--- config.mk ---
export PLATFORM = sky130hd
export DESIGN_NAME = dual_pwm_timer
export DESIGN_NICKNAME = d
export VERILOG_FILES = /design/src/rtl/pwm_timer_pkg.sv /design/src/rtl/compare_store.sv /design/src/rtl/dual_pwm_timer.sv
export VERILOG_INCLUDE_DIRS = /design/src /design/src/rtl
export SDC_FILE = /design/constraint.sdc
export NUM_CORES = 1
export LEC_CHECK = 0
export BUFFER_PORTS_ARGS = -buffer_cell sky130_fd_sc_hd__buf_2
export CAP_MARGIN = 20
export CORE_MARGIN = 5
export CORE_UTILIZATION = 45
export DETAILED_ROUTE_END_ITERATION = 12
export PLACE_DENSITY = 0.63
export SLEW_MARGIN = 20
export SYNTH_ARGS = -nofsm -noshare
export SYNTH_HDL_FRONTEND = slang
export SYNTH_HIERARCHICAL = 1
export SYNTH_SLANG_ARGS = --single-unit
--- constraint.sdc ---
create_clock -name clk -period 9.15 [get_ports clk]
set_input_delay 0.4575 -clock clk [delete_from_list [all_inputs] [get_ports clk]]
set_output_delay 0.4575 -clock clk [all_outputs]
set_load 0.03 [all_outputs]
--- src/rtl/pwm_timer_defs.svh ---
`ifndef PWM_TIMER_DEFS_SVH
`define PWM_TIMER_DEFS_SVH

// ----------------------------------------
// register addresses
// ----------------------------------------
`define ADDR_PLL_CONTROL_STATUS 8'h29
`define ADDR_FLAGS              8'h2A
`define ADDR_TOP_COMPARE        8'h2B
`define ADDR_CHANNEL_B_COMPARE  8'h2C
`define ADDR_CHANNEL_A_COMPARE  8'h2D
`define ADDR_COUNT_VALUE        8'h2E
`define ADDR_TIMER_CONTROL_B    8'h2F
`define ADDR_TIMER_CONTROL_A    8'h30

// ----------------------------------------
// field positions
// ----------------------------------------
`define PLL_FAST_SELECT_BIT 2
`define PLL_ON_BIT          1
`define PLL_LOCK_BIT        0
`define CTLA_MODE_A_LSB     6
`define CTLA_MODE_B_LSB     4
`define CTLA_FORCE_A_BIT    3
`define CTLA_FORCE_B_BIT    2
`define CTLA_PWM_A_BIT      1
`define CTLA_PWM_B_BIT      0
`define CTLB_CLEAR_TOP_BIT  7
`define CTLB_PRESCALE_RST   6
`define FLAG_OVERFLOW_BIT   2
`define FLAG_MATCH_A_BIT    1
`define FLAG_MATCH_B_BIT    0

// ----------------------------------------
// reset values and timing
// ----------------------------------------
`define COUNT_RESET     8'h00
`define TOP_RESET       8'hFF
`define CLK_MHZ         25
`define LOCK_TIME_US    100
`define LOCK_CYCLES     (`LOCK_TIME_US * `CLK_MHZ)

`endif

--- src/rtl/pwm_timer_pkg.sv ---
package pwm_timer_pkg;

	// ----------------------------------------
	// types
	// ----------------------------------------
	typedef enum logic [1:0] {
		MODE_OFF    = 2'b00,
		MODE_TOGGLE = 2'b01,
		MODE_CLEAR  = 2'b10,
		MODE_SET    = 2'b11
	} output_mode_t;

	typedef struct packed {
		logic [7:0] addr;
		logic [7:0] wdata;
		logic       wr;
		logic       rd;
	} reg_req_t;

	typedef struct packed {
		logic true_out;
		logic true_on;
		logic inv_out;
		logic inv_on;
	} pwm_pair_t;

	typedef struct packed {
		logic [7:0] buf_a;
		logic [7:0] buf_b;
		logic [7:0] act_a;
		logic [7:0] act_b;
	} compare_state_t;

endpackage

--- src/rtl/compare_store.sv ---
`timescale 1ns/100ps

module compare_store (
	input  wire logic       clk,
	input  wire logic       rst,
	input  wire logic       wr_a,
	input  wire logic       wr_b,
	input  wire logic [7:0] wdata,
	input  wire logic       pwm_a,
	input  wire logic       pwm_b,
	input  wire logic       latch,
	output logic      [7:0] active_a,
	output logic      [7:0] active_b,
	output logic      [7:0] shown_a,
	output logic      [7:0] shown_b
);
	import pwm_timer_pkg::*;

	compare_state_t s;
	compare_state_t next_s;

	// ----------------------------------------
	// buffered compare values
	// ----------------------------------------
	always_comb begin
		next_s = s;
		if (latch) begin
			next_s.act_a = s.buf_a;
			next_s.act_b = s.buf_b;
		end
		if (wr_a) begin
			next_s.buf_a = wdata;
			if (!pwm_a)
				next_s.act_a = wdata;
		end
		if (wr_b) begin
			next_s.buf_b = wdata;
			if (!pwm_b)
				next_s.act_b = wdata;
		end
	end

	always_ff @(posedge clk or posedge rst) begin
		if (rst)
			s <= '0;
		else
			s <= next_s;
	end

	assign active_a = s.act_a;
	assign active_b = s.act_b;
	// reads see the latest write, not the live value
	assign shown_a  = s.buf_a;
	assign shown_b  = s.buf_b;

endmodule

--- src/rtl/dual_pwm_timer.sv ---
// Our own choice: the plain strobed port.
`timescale 1ns/100ps
`include "pwm_timer_defs.svh"

// Summary of operation
// - top compare value is an 8-bit read/write register compared with count
// - matches come only from counting up, never from a software write
// - with clear on top, a top match clears count and sets overflow flag
// - pll register bits 7..3 read zero; lock flag is read only
// - fast clock select picks the fast tick, otherwise the system clock
// - fast clock select can be one only while pll is on
// - pll on starts the pll; reads one while pll drives system clock
// - lock flag rises a worst-case lock time after pll enable
// - pwm mode counts 0 to top, restarts, sets overflow after top match
// - true and inverted outputs of a channel are never both high
// - rising edges delayed prescaled plus source cycle (mode 10 one cycle), falling one cycle
// - mode 01 drives a complementary pair with dead time
// - mode 10 drives true output only, set at one, clear on match
// - mode 11 sets after match, clears at one; mode 00 disconnects
// - pwm compare writes go to a buffer copied in at top
// - compare reads return the most recently written value
// - compare equal zero or top holds outputs at static levels
// - flags in pwm mode behave as in normal mode
// - pwm period is top plus one timer clock cycles
// - pwm enable puts channel in pwm mode with wrap after top match
// - prescale code zero stops, codes 1..15 divide by 1 to 16384
module dual_pwm_timer (
	input  wire logic                     clk,
	input  wire logic                     rst,
	input  wire pwm_timer_pkg::reg_req_t  bus,
	output logic                    [7:0] rd_data,
	input  wire logic                     fast_clock_tick,
	input  wire logic                     pll_is_system_clock,
	output logic                          pll_run,
	output pwm_timer_pkg::pwm_pair_t      channel_a,
	output pwm_timer_pkg::pwm_pair_t      channel_b
);
	import pwm_timer_pkg::*;

	// ----------------------------------------
	// state
	// ----------------------------------------
	typedef struct packed {
		logic [7:0]   count_value;
		logic [7:0]   top_compare_value;
		output_mode_t mode_a;
		output_mode_t mode_b;
		logic         channel_a_pwm_on;
		logic         channel_b_pwm_on;
		logic         clear_on_top;
		logic [3:0]   prescale_select;
		logic [13:0]  prescale_count;
		logic         pll_on;
		logic         fast_clock_select;
		logic [11:0]  lock_count;
		logic         lock_flag;
		logic [2:0]   sync1;
		logic [2:0]   sync2;
		logic [2:0]   flags;
		logic [1:0]   level;
		logic [1:0]   delayed;
		logic [1:0]   held;
		logic [1:0]   rise_ok;
		logic [1:0]   normal_out;
		pwm_pair_t    out_a;
		pwm_pair_t    out_b;
		logic [7:0]   rd_data;
	} timer_state_t;

	timer_state_t s;
	timer_state_t next_s;

	logic [7:0] active_a;
	logic [7:0] active_b;
	logic [7:0] shown_a;
	logic [7:0] shown_b;
	logic       wr_a;
	logic       wr_b;
	logic       top_event;

	// ----------------------------------------
	// helpers
	// ----------------------------------------
	function automatic logic hit(input logic [7:0] a, input logic [7:0] b);
		hit = (a == b);
	endfunction

	function automatic logic prescale_tick(input logic [13:0] cnt,
		input logic [3:0] sel);
		logic [13:0] mask;
		mask = 14'h0000;
		if (sel == 4'h0) begin
			prescale_tick = 1'b0;
		end else begin
			mask = 14'(({14'h0000, 1'b1} << (sel - 4'h1)) - 15'h0001);
			prescale_tick = ((cnt & mask) == mask);
		end
	endfunction

	function automatic logic [1:0] normal_action(input output_mode_t m,
		input logic lvl);
		unique case (m)
			MODE_OFF:    normal_action = {1'b0, lvl};
			MODE_TOGGLE: normal_action = {1'b1, ~lvl};
			MODE_CLEAR:  normal_action = {1'b1, 1'b0};
			MODE_SET:    normal_action = {1'b1, 1'b1};
		endcase
	endfunction

	function automatic pwm_pair_t drive(input output_mode_t m,
		input logic pwm, input logic [7:0] cmp, input logic [7:0] top,
		input logic dly, input logic hld, input logic norm);
		pwm_pair_t p;
		logic      rise_true;
		logic      rise_inv;
		logic      at_zero;
		logic      at_top;
		p = '0;
		// high only after raw level has stood a prescaled cycle
		rise_true = dly & hld;
		rise_inv  = ~dly & ~hld;
		at_zero   = hit(cmp, 8'h00);
		at_top    = hit(cmp, top);
		if (!pwm) begin
			p.true_on  = (m != MODE_OFF);
			p.true_out = norm;
		end else begin
			unique case (m)
				MODE_OFF: begin
					p = '0;
				end
				MODE_TOGGLE: begin
					p.true_on  = 1'b1;
					p.inv_on   = 1'b1;
					p.true_out = rise_true;
					p.inv_out  = rise_inv;
					if (at_zero) begin
						p.true_out = 1'b0;
						p.inv_out  = 1'b1;
					end else if (at_top) begin
						p.true_out = 1'b1;
						p.inv_out  = 1'b0;
					end
				end
				MODE_CLEAR: begin
					p.true_on  = 1'b1;
					p.true_out = dly;
					if (at_zero)
						p.true_out = 1'b0;
					else if (at_top)
						p.true_out = 1'b1;
				end
				MODE_SET: begin
					p.true_on  = 1'b1;
					p.true_out = rise_inv;
					if (at_zero)
						p.true_out = 1'b1;
					else if (at_top)
						p.true_out = 1'b0;
				end
			endcase
		end
		drive = p;
	endfunction

	// ----------------------------------------
	// compare buffers
	// ----------------------------------------
	assign wr_a = bus.wr && (bus.addr == `ADDR_CHANNEL_A_COMPARE);
	assign wr_b = bus.wr && (bus.addr == `ADDR_CHANNEL_B_COMPARE);

	compare_store u_compare_store (
		.clk      (clk),
		.rst      (rst),
		.wr_a     (wr_a),
		.wr_b     (wr_b),
		.wdata    (bus.wdata),
		.pwm_a    (s.channel_a_pwm_on),
		.pwm_b    (s.channel_b_pwm_on),
		.latch    (top_event),
		.active_a (active_a),
		.active_b (active_b),
		.shown_a  (shown_a),
		.shown_b  (shown_b)
	);

	// ----------------------------------------
	// next state
	// ----------------------------------------
	logic       pll_eff;
	logic       src_tick;
	logic       ptick;
	logic       wrap;
	logic [7:0] count_next;
	logic [2:0] events;
	logic [1:0] act_a;
	logic [1:0] act_b;

	always_comb begin
		next_s     = s;
		pll_eff    = s.pll_on | pll_is_system_clock;
		// fast tick stands in for the pll clock; no second domain
		src_tick   = s.fast_clock_select ? fast_clock_tick : 1'b1;
		ptick      = src_tick &&
			prescale_tick(s.prescale_count, s.prescale_select);
		wrap       = hit(s.count_value, s.top_compare_value) &&
			(s.clear_on_top || s.channel_a_pwm_on ||
			s.channel_b_pwm_on);
		count_next = wrap ? 8'h00 : s.count_value + 8'h01;
		top_event  = 1'b0;
		events     = 3'b000;
		act_a      = 2'b00;
		act_b      = 2'b00;

		// prescaler runs on source ticks
		if (src_tick)
			next_s.prescale_count = s.prescale_count + 14'h0001;

		// counting; matches only arise here, never from writes
		if (ptick) begin
			next_s.count_value = count_next;
			top_event = hit(count_next, s.top_compare_value);
			events[`FLAG_OVERFLOW_BIT] = (wrap ||
				(s.count_value == 8'hFF)) && !(hit(s.count_value,
				s.top_compare_value) && !wrap && 1'b0);
			events[`FLAG_MATCH_A_BIT] = hit(count_next, active_a);
			events[`FLAG_MATCH_B_BIT] = hit(count_next, active_b);
			if (hit(count_next, active_a))
				next_s.level[1] = 1'b0;
			else if (hit(count_next, 8'h01))
				next_s.level[1] = 1'b1;
			else if (hit(count_next, 8'h00))
				next_s.level[1] = 1'b0;
			if (hit(count_next, active_b))
				next_s.level[0] = 1'b0;
			else if (hit(count_next, 8'h01))
				next_s.level[0] = 1'b1;
			else if (hit(count_next, 8'h00))
				next_s.level[0] = 1'b0;
			// settled level, picked up one prescaled cycle late
			next_s.held = s.level;
			if (events[`FLAG_MATCH_A_BIT])
				act_a = normal_action(s.mode_a, s.normal_out[1]);
			if (events[`FLAG_MATCH_B_BIT])
				act_b = normal_action(s.mode_b, s.normal_out[0]);
		end
		// falling edges lag one source cycle
		if (src_tick) begin
			next_s.delayed = s.level;
			next_s.rise_ok = s.held;
		end

		// two-stage delay from match to flag
		next_s.sync1 = events;
		next_s.sync2 = s.sync1;

		// pll lock timing
		if (!pll_eff) begin
			next_s.lock_count        = 12'h000;
			next_s.lock_flag         = 1'b0;
			next_s.fast_clock_select = 1'b0;
		end else if (!s.lock_flag) begin
			next_s.lock_count = s.lock_count + 12'h001;
			if (s.lock_count == 12'(`LOCK_CYCLES - 1))
				next_s.lock_flag = 1'b1;
		end

		// register writes
		if (bus.wr) begin
			unique case (bus.addr)
				`ADDR_PLL_CONTROL_STATUS: begin
					next_s.pll_on = bus.wdata[`PLL_ON_BIT];
					// no guard on lock; software waits for it
					next_s.fast_clock_select =
						bus.wdata[`PLL_FAST_SELECT_BIT] &&
						(bus.wdata[`PLL_ON_BIT] ||
						pll_is_system_clock);
				end
				`ADDR_TIMER_CONTROL_A: begin
					next_s.mode_a = output_mode_t'(
						bus.wdata[`CTLA_MODE_A_LSB +: 2]);
					next_s.mode_b = output_mode_t'(
						bus.wdata[`CTLA_MODE_B_LSB +: 2]);
					next_s.channel_a_pwm_on =
						bus.wdata[`CTLA_PWM_A_BIT];
					next_s.channel_b_pwm_on =
						bus.wdata[`CTLA_PWM_B_BIT];
					if (bus.wdata[`CTLA_FORCE_A_BIT] &&
						!bus.wdata[`CTLA_PWM_A_BIT])
						act_a = normal_action(output_mode_t'(
							bus.wdata[`CTLA_MODE_A_LSB +: 2]),
							s.normal_out[1]);
					if (bus.wdata[`CTLA_FORCE_B_BIT] &&
						!bus.wdata[`CTLA_PWM_B_BIT])
						act_b = normal_action(output_mode_t'(
							bus.wdata[`CTLA_MODE_B_LSB +: 2]),
							s.normal_out[0]);
				end
				`ADDR_TIMER_CONTROL_B: begin
					next_s.clear_on_top =
						bus.wdata[`CTLB_CLEAR_TOP_BIT];
					next_s.prescale_select = bus.wdata[3:0];
					if (bus.wdata[`CTLB_PRESCALE_RST])
						next_s.prescale_count = 14'h0000;
				end
				`ADDR_COUNT_VALUE: begin
					next_s.count_value = bus.wdata;
				end
				`ADDR_TOP_COMPARE: begin
					next_s.top_compare_value = bus.wdata;
				end
				`ADDR_FLAGS: begin
					next_s.flags = s.flags & ~bus.wdata[2:0];
				end
				default: begin
				end
			endcase
		end
		if (act_a[1])
			next_s.normal_out[1] = act_a[0];
		if (act_b[1])
			next_s.normal_out[0] = act_b[0];
		// a late event beats a clear in the same cycle
		next_s.flags = next_s.flags | s.sync2;

		// outputs
		next_s.out_a = drive(s.mode_a, s.channel_a_pwm_on, active_a,
			s.top_compare_value, s.delayed[1], s.rise_ok[1],
			s.normal_out[1]);
		next_s.out_b = drive(s.mode_b, s.channel_b_pwm_on, active_b,
			s.top_compare_value, s.delayed[0], s.rise_ok[0],
			s.normal_out[0]);

		// register reads, data one cycle later
		next_s.rd_data = 8'h00;
		if (bus.rd) begin
			unique case (bus.addr)
				`ADDR_PLL_CONTROL_STATUS:
					next_s.rd_data = {5'h00, s.fast_clock_select,
						pll_eff, s.lock_flag};
				`ADDR_TIMER_CONTROL_A:
					next_s.rd_data = {s.mode_a, s.mode_b, 2'b00,
						s.channel_a_pwm_on, s.channel_b_pwm_on};
				`ADDR_TIMER_CONTROL_B:
					next_s.rd_data = {s.clear_on_top, 3'b000,
						s.prescale_select};
				`ADDR_COUNT_VALUE:
					next_s.rd_data = s.count_value;
				`ADDR_TOP_COMPARE:
					next_s.rd_data = s.top_compare_value;
				`ADDR_CHANNEL_A_COMPARE:
					next_s.rd_data = shown_a;
				`ADDR_CHANNEL_B_COMPARE:
					next_s.rd_data = shown_b;
				`ADDR_FLAGS:
					next_s.rd_data = {5'h00, s.flags};
				default:
					next_s.rd_data = 8'h00;
			endcase
		end
	end

	// ----------------------------------------
	// registers
	// ----------------------------------------
	always_ff @(posedge clk or posedge rst) begin
		if (rst) begin
			s                   <= '0;
			s.count_value       <= `COUNT_RESET;
			s.top_compare_value <= `TOP_RESET;
		end else begin
			s <= next_s;
		end
	end

	assign rd_data   = s.rd_data;
	assign pll_run   = s.pll_on | pll_is_system_clock;
	assign channel_a = s.out_a;
	assign channel_b = s.out_b;

endmodule

Word-level counts from Yosys, hierarchy flattened
Cells that the tools add are included.
Cells by class
  add/subtract/negate cells: 5
  equal/unequal tests: 33
  shifts and indexed selects: 1
  mux-type cells: 65
  bitwise gates (word level): 15
  reduce and logical (&&, ||, !) cells: 33
Operators with widths (count)
  8-bit 2-to-1 mux: 9
  8-bit by 6-bit equality test with 1-bit output, second input constant: 8
  8-bit case mux with 8 select lines: 1
  8-bit equality test: 6
  2-bit case mux with 4 select lines: 6
  43-bit 2-to-1 mux: 1
  2-bit 2-to-1 mux: 17
  14-bit 2-to-1 mux: 2
  13-bit 2-to-1 mux: 2
  8-bit logical NOT: 3
  1-bit 2-to-1 mux: 21
  19-bit 2-to-1 mux: 1
  2-bit equality test, second input constant: 8
  16-bit 2-to-1 mux: 1
  2-bit AND reduction: 8
  14-bit by 1-bit adder with 14-bit output, second input constant: 1
  14-bit AND: 1
  14-bit equality test: 1
  1-bit by 4-bit << shifter with 14-bit output, first input constant: 1
  14-bit by 1-bit subtractor with 14-bit output, second input constant: 1
  12-bit by 1-bit adder with 12-bit output, second input constant: 1
  12-bit equality test, second input constant: 1
  3-bit 2-to-1 mux: 3
  8-bit by 1-bit adder with 8-bit output, second input constant: 1
  20 further kinds: 47
Word-level totals
  register bits: 123
  output and inout bits: 17

Depth between registers and ports, before layout
Gate-level depths: netlist of run 1.
  depth after elaboration: 12
  mapped depth: 17
  mapped depth without buffers: 11

Cells and area by module
Netlist of run 1, hierarchy kept.
Modules (own cells, without submodules)
  dual_pwm_timer: times used 1, cells each 628, area each 5849.4 um^2, seq. area each 2287.2 um^2
  compare_store: times used 1, cells each 89, area each 1486.4 um^2, seq. area each 800.8 um^2

Least setup slack after synthesis of run 1
OpenSTA, ideal clock, no wires.
  path type: register to register
  from: register s[66] (netlist name)
  to: register u_compare_store.s, in the netlist u_compare_store/active_b[0]
  setup time: 125 ps
  arrival: 3581 ps
  required time: 9025 ps
  slack: 5444 ps
  stages on the path, launching flop included: 17
  cells stage by stage: dfrtp_1 buf_2 nor3_2 nand2_1 ha_1 clkbuf_1 o31a_1 a2111oi_2 nand3_1 or3_4 buf_2 buf_2 nor3_1 buf_6 buf_12 mux2_4 mux2_4
RTL lines
  start: declaration: line dual_pwm_timer.sv:70  | timer_state_t s;
  start signal: assignment: line dual_pwm_timer.sv:372  | s <= next_s;
  end signal: assignment: line compare_store.sv:47  | s <= next_s;
  end: declaration: line compare_store.sv:19  | compare_state_t s;

==> flow_summary.json, run 1 <==
{
  "status": "finished clean",
  "fillers": 1433,
  "cap_violations": 0,
  "dieArea_sq_um": 19000,
  "worstMarginPinSlew_ns": 0.859,
  "overflow": 0,
  "insertion_delay_ns": 0.43,
  "synth_area_sq_um": 7340,
  "ys_seq_area_frac": 0.421,
  "drc": 0,
  "synthMuxAreaShare": 0.152,
  "numCtsBuffers": 17,
  "die_h_um": 138,
  "clockRootBuffer": "clkbuf_16",
  "wirelength_mm": 19.2,
  "synth.largest_area_cell": "dfrtp_1",
  "ys_warn_count": 6,
  "critPathRequiredTime_ns": 9.46,
  "num_rows": 46,
  "post_cts_buffers": 0,
  "first_global_vias": 5467,
  "path_max_fanout": 20,
  "dr.pass1.iters": 5,
  "dpl.cell_count": 913,
  "yosys.area_share.adder": 0.00819,
  "fin_crit_sh": 0.418,
  "syn-instance-count": 717,
  "ys_top_cells_by_area": "dfrtp_1 39%, mux2_2 8.7%, xor2_1 5.6%",
  "portBuffers": 38,
  "final-max-slew-violation-count": 0,
  "setup_tns_ns": 0,
  "route.vias.total": 5663,
  "initial_core_util": 0.460,
  "viasPerCell": 5.99,
  "area_delta_synth_final_pct": 10.1,
  "finalPower_uw": 1490,
  "cts_hold_buf": 0,
  "clockBufferDepth": 2,
  "grt_max_degree": 58,
  "crit_arrival_ns": 4.13,
  "p_per_area_nw_per_um2": 184,
  "clkTransAtPathRegs_ns": 0.06,
  "critPathLaunch": "s[67]",
  "end_kind": "flop",
  "r2r-start": "s[67]",
  "grt.total_usage": 0.213,
  "dpl.hpwl_mm": 13.5,
  "synth_flop_cell": "dfrtp_1",
  "grt_first_pass_wirelength_mm": 30.3,
  "h-tree-depth": 4,
  "crit_type": "flop to flop",
  "numClockSinks": 123,
  "place_area_sq_um": 7490,
  "die_w_um": 138,
  "regArea_sq_um": 3090,
  "layout-drive-gt1-share": 0.247,
  "rsz0062_at_grt": "false",
  "synth_top_area_share": 0.392,
  "syn_nets": 743,
  "layout_commonest_cell": "dfrtp_1",
  "cts_tree": "built",
  "ant_nets": 0,
  "wl_per_cell_um": 20.3,
  "synth_top_family_by_area": "simple AND/OR/NAND/NOR gates",
  "nets": 742,
  "synthXorXnorAreaFrac": 0.0795,
  "gp_congestion": 0.921,
  "synth-seq-cells": 123,
  "multiInputGateArea_sq_um": 3880,
  "leakagePower_uw": 0.00374,
  "stdcell_area_sq_um": 8080,
  "synth_cell_types": 78,
  "cts_resized": 0,
  "ios": 39,
  "ir_worst_vdd_uv": 127,
  "hold_class": "primary input to async pin",
  "synth_edf_count": 0,
  "relSlewSlack": 0.425,
  "drt_iter0_drc": 641,
  "syn_area_per_cell_sq_um": 10.2,
  "diodes": 0,
  "final_cells": 945,
  "core_area_sq_um": 15900,
  "async_reset_ff_frac": 1.00,
  "setup_viol": 0,
  "yosys.area_share.simple": 0.173,
  "start_kind": "flop",
  "final_hold_viol_count": 0,
  "antenna_found_initial": 0,
  "worstRegToRegCells": 12,
  "fmax_mhz": 262,
  "final_cell_mix": "115 x dfrtp_1, 67 x nor2_1, 57 x mux2_2",
  "fin_skew_ns": 0.00764,
  "synth_compound_area_frac": 0.115,
  "period_minus_slack_ns": 3.82
}
Yosys cell counts (8+ instances only):
master,count
nor2b_1,15
xor2_1,47
mux2i_1,12
nand2b_1,11
inv_1,8
nand2_1,44
mux2_4,20
buf_2,16
and3_1,11
xnor2_1,17
dfrtp_1,115
mux2_2,57
nand3_1,19
dfstp_2,8
a31oi_1,13
a21oi_1,32
o21ai_0,20
nor2_1,67
nor3_1,16
buf_4,17
clkbuf_1,21
path summary, 6_finish.rpt:
kind | slack, ns | to
max | 5.33 | u_compare_store/active_a[2]
min | 0.08 | s[56]
max reg2reg | 5.33 | u_compare_store/active_a[2]
min reg2reg | 0.35 | s[29]
max in group asynchronous | 7.97 | s[72]
min in group clk | 0.30 | s[48]
report_power, final:
part | switching, uW | internal (uW)
Clock | 251 | 421
Sequential | 55.6 | 576
Combinational | 101 | 83.7
Total | 408 | 1080
cell families after synthesis:
| group | count (synthesis) |
|---|---|
| simple gates | 238 |
| compound gates | 125 |
| flops | 123 |
| mux | 92 |
| buf+inv | 69 |
| xor+xnor | 65 |
| fa+ha+maj | 5 |
critical path, stage by stage (launching register included):
cell	delay (ns)
dfrtp_1	0.57
nor2_1	0.27
nand3b_1	0.11
ha_1	0.28
or2_2	0.10
o311ai_0	0.13
a2111oi_2	0.43
nand3_1	0.13
or3_4	0.48
nor3_2	0.23
buf_4	0.33
mux2_2	0.37
mux2_2	0.26
flip-flops by register name, summed over array words and instances, names as in the netlist:
signal	cells
u_compare_store/active_a	8
u_compare_store/shown_b	8
channel_b	4
u_compare_store/shown_a	8
u_compare_store/active_b	8
s	72
rd_data	8
channel_a	4
next_s	3
per-stage QoR:
| step | worst slack [ns] | util | hold slack [ns] |
|---|---|---|---|
| global placement | 5.51 | 0.470 | 0.335 |
| global route | 5.10 | 0.507 | 0.142 |
| CTS | 5.36 | 0.507 | 0.111 |
| detailed placement | 5.39 | 0.470 | 0.337 |
| finish | 5.33 | 0.507 | 0.0781 |
| floorplan | 5.44 | - | 0.331 |
routing by layer:
layer  wire (um)  track usage
met3        1290       0.0446
met1        8460        0.288
met5           0            0
met4         571       0.0909
met2        8890        0.332
layout make-up:
| class | count | share of cell area |
|---|---|---|
| clock inverters | 11 | 0.0146 |
| clock buffers | 21 | 0.0583 |
| flip-flops and latches | 123 | 0.382 |
| repair buffers | 41 | 0.0263 |
| well taps | 216 | 0.0335 |
| multi-input cells | 525 | 0.481 |
| inverters | 8 | 0.00387 |
Note: power is estimated with default switching activity, not from simulation.
==> inputs of run 2 (changes only) <==
Settings changed: ABC_AREA from default to 1.
Clock period 9.15 ns to 3.78 ns, I/O delays scaled along.
==> run 2 against run 1 <==
  * First-iteration DRC count is 2.0% lower
  * Cell count is 33% higher
  * Clock power grew to 2.5 times the previous value
  * Count of clock-buffer cells in the layout is 2 lower
  * Critical path type unchanged
  * Combinational power grew to 3.2 times the previous value
  * Sequential power is 140% higher
  * Critical path depth is 7 higher
  * Global-route usage is 2.7 points higher
  * Total power grew to 2.6 times the previous value
==> flow_summary.json, run 2 <==
{
  "area_delta_synth_final_pct": 11.8,
  "fin_util": 0.514,
  "synth_compound_area_frac": 0.112,
  "start_kind": "flop",
  "cts_hold_buf": 1,
  "route.vias.total": 6688,
  "die_w_um": 138,
  "path_max_fanout": 19,
  "end_kind": "flop",
  "critical_path.slowest_cell": "dfrtp_1",
  "synth_area_sq_um": 7340,
  "numCtsBuffers": 17,
  "drt_iter0_drc": 628,
  "critPathRequiredTime_ns": 4.10,
  "yosys.area_share.simple": 0.312,
  "numClockSinks": 123,
  "grt_max_degree": 67,
  "synth_top_area_share": 0.392,
  "worst-path-buf-inv": 4,
  "antenna_found_initial": 0,
  "drc": 0,
  "clkTransAtPathRegs_ns": 0.06,
  "syn_area_per_cell_sq_um": 7.35,
  "overflow": 0,
  "cp_common_cell": "nand3_1",
  "first_global_vias": 6199,
  "dr.pass1.iters": 5,
  "nets": 1050,
  "layout-drive-gt1-share": 0.122,
  "insertion_delay_ns": 0.43,
  "ys_seq_area_frac": 0.421,
  "setup_viol": 0,
  "gp_congestion": 1.03,
  "clockBufferDepth": 2,
  "fmax_mhz": 338,
  "r2r-start": "s[67]",
  "grt.total_usage": 0.241,
  "final_cell_mix": "279 x nand2_1, 130 x inv_1, 115 x dfrtp_1",
  "cts_tree": "built",
  "dieArea_sq_um": 19000,
  "fin_skew_ns": 0.0142,
  "crit_type": "flop to flop",
  "critPathLaunch": "s[67]",
  "cpLargestDelayFamily": "simple AND/OR/NAND/NOR gates",
  "worstMarginPinSlew_ns": 0.979,
  "cp_cell_sequence": "nor2_2 > nand3_1 > ha_1 > o21ai_0 > a21oi_2 > nand2_1 > nor2_1 > nand3_1 > nor2_2 > nand3_2 > inv_4 > nand4_1 > nor2_1 > buf_4 > inv_6 > nand2_2 > nand3_1 > nand2_1 > inv_1",
  "p_per_area_nw_per_um2": 463,
  "viasPerCell": 5.34,
  "synth_cell_types": 51,
  "cts_resized": 0,
  "clockRootBuffer": "clkbuf_16",
  "wl_per_cell_um": 17.1,
  "syn-instance-count": 999,
  "ys_warn_count": 6,
  "critPathMaxStageDelay_ns": 0.48,
  "diodes": 0,
  "die_h_um": 138,
  "setup_tns_ns": 0,
  "crit_arrival_ns": 3.29,
  "whs_ns": 0.0358,
  "yosys.area_share.adder": 0.00682,
  "fin_crit_sh": 0.783,
  "num_rows": 46,
  "cap_violations": 0,
  "hold_class": "primary input to flop",
  "rsz0062_at_grt": "false",
  "synth_edf_count": 0,
  "ir_worst_vdd_uv": 344,
  "yosysMostFrequentCell": "nand2_1",
  "min-delay-start": "bus[0]",
  "core_area_sq_um": 15900,
  "initial_core_util": 0.460,
  "ant_nets": 0,
  "regMostFlops": "s",
  "ys_top_cells_by_area": "dfrtp_1 39%, nand2_1 14%, inv_1 6.7%",
  "wirelength_mm": 21.5,
  "dpl.hpwl_mm": 16.0,
  "finalPower_uw": 3800,
  "h-tree-depth": 4,
  "synth_top_family_by_area": "simple AND/OR/NAND/NOR gates",
  "syn_nets": 1025,
  "async_reset_ff_frac": 1.00,
  "synth.largest_area_cell": "dfrtp_1",
  "post_cts_buffers": 0,
  "synth-seq-cells": 123,
  "final_hold_viol_count": 0,
  "period_minus_slack_ns": 2.96,
  "synthXorXnorAreaFrac": 0.0382,
  "layout_commonest_cell": "nand2_1",
  "synth_flop_cell": "dfrtp_1",
  "leakagePower_uw": 0.00406,
  "portBuffers": 38,
  "synthTopCellsByCount": "279 x nand2_1, 131 x inv_1, 115 x dfrtp_1",
  "largest_reg_flops": 72,
  "relSlewSlack": 0.342,
  "grt_first_pass_wirelength_mm": 34.5,
  "status": "finished clean",
  "ios": 39,
  "final-max-slew-violation-count": 0,
  "synthMuxAreaShare": 0
}
[run 2: final cells by class]
cell class	instances	area [sq um]
fillers	1602	7740
multi-input cells	695	3440
clock inverters	13	169
clock buffers	19	443
repair buffers	45	245
inverters	142	544
flip-flops and latches	123	3090
well taps	216	270
[run 2: where the power goes]
part,total (uW),internal (uW),switching (uW)
Sequential,1510,1410,101
Clock,1690,1060,634
Combinational,595,194,401
Total,3800,2660,1140
[run 2: worst register-to-register path, stage by stage (launching register included)]
cell	delay, ns
dfrtp_1	0.48
nor2_2	0.27
nand3_1	0.12
ha_1	0.28
o21ai_0	0.10
a21oi_2	0.14
nand2_1	0.06
nor2_1	0.11
nand3_1	0.09
nor2_2	0.10
nand3_2	0.11
inv_4	0.13
nand4_1	0.09
nor2_1	0.15
buf_4	0.27
inv_6	0.10
nand2_2	0.07
nand3_1	0.07
nand2_1	0.08
inv_1	0.04
[run 2: cell families after synthesis]
family | count (synthesis)
DFF | 123
and+or+nand+nor | 513
xor gates and xnor gates | 32
adders and majority gates | 4
AOI/OAI and AO/OA | 146
buffers and inverters | 181
[run 2: path summary, 6_finish.rpt]
kind	endpoint	slack [ns]	cells after the start
min	rd_data[6]	0.04	3
min in group asynchronous	u_compare_store/shown_b[4]	0.42	4
max	u_compare_store/active_b[2]	0.82	19
max reg2reg	u_compare_store/active_b[2]	0.82	19
min reg2reg	s[29]	0.35	0
max in group asynchronous	s[76]	2.40	4
[run 2: metrics by stage]
stage               cell area [sq um]  worst slack (ns)  cells
floorplan                        7340              1.12    999
global placement                 7580             0.862   1220
detailed placement               7580             0.831   1220
CTS                              8200             0.814   1253
global route                     8200             0.535   1253
finish                           8200             0.820   1253
[run 2: metal layers]
metal | global-route usage | up-vias | wire length [um]
met2 | 0.364 | 235 | 9700
met1 | 0.347 | 3156 | 9760
met4 | 0.0779 | 0 | 515
met5 | 0 | - | 0
li1 | - | 3258 | -
met3 | 0.0475 | 39 | 1500
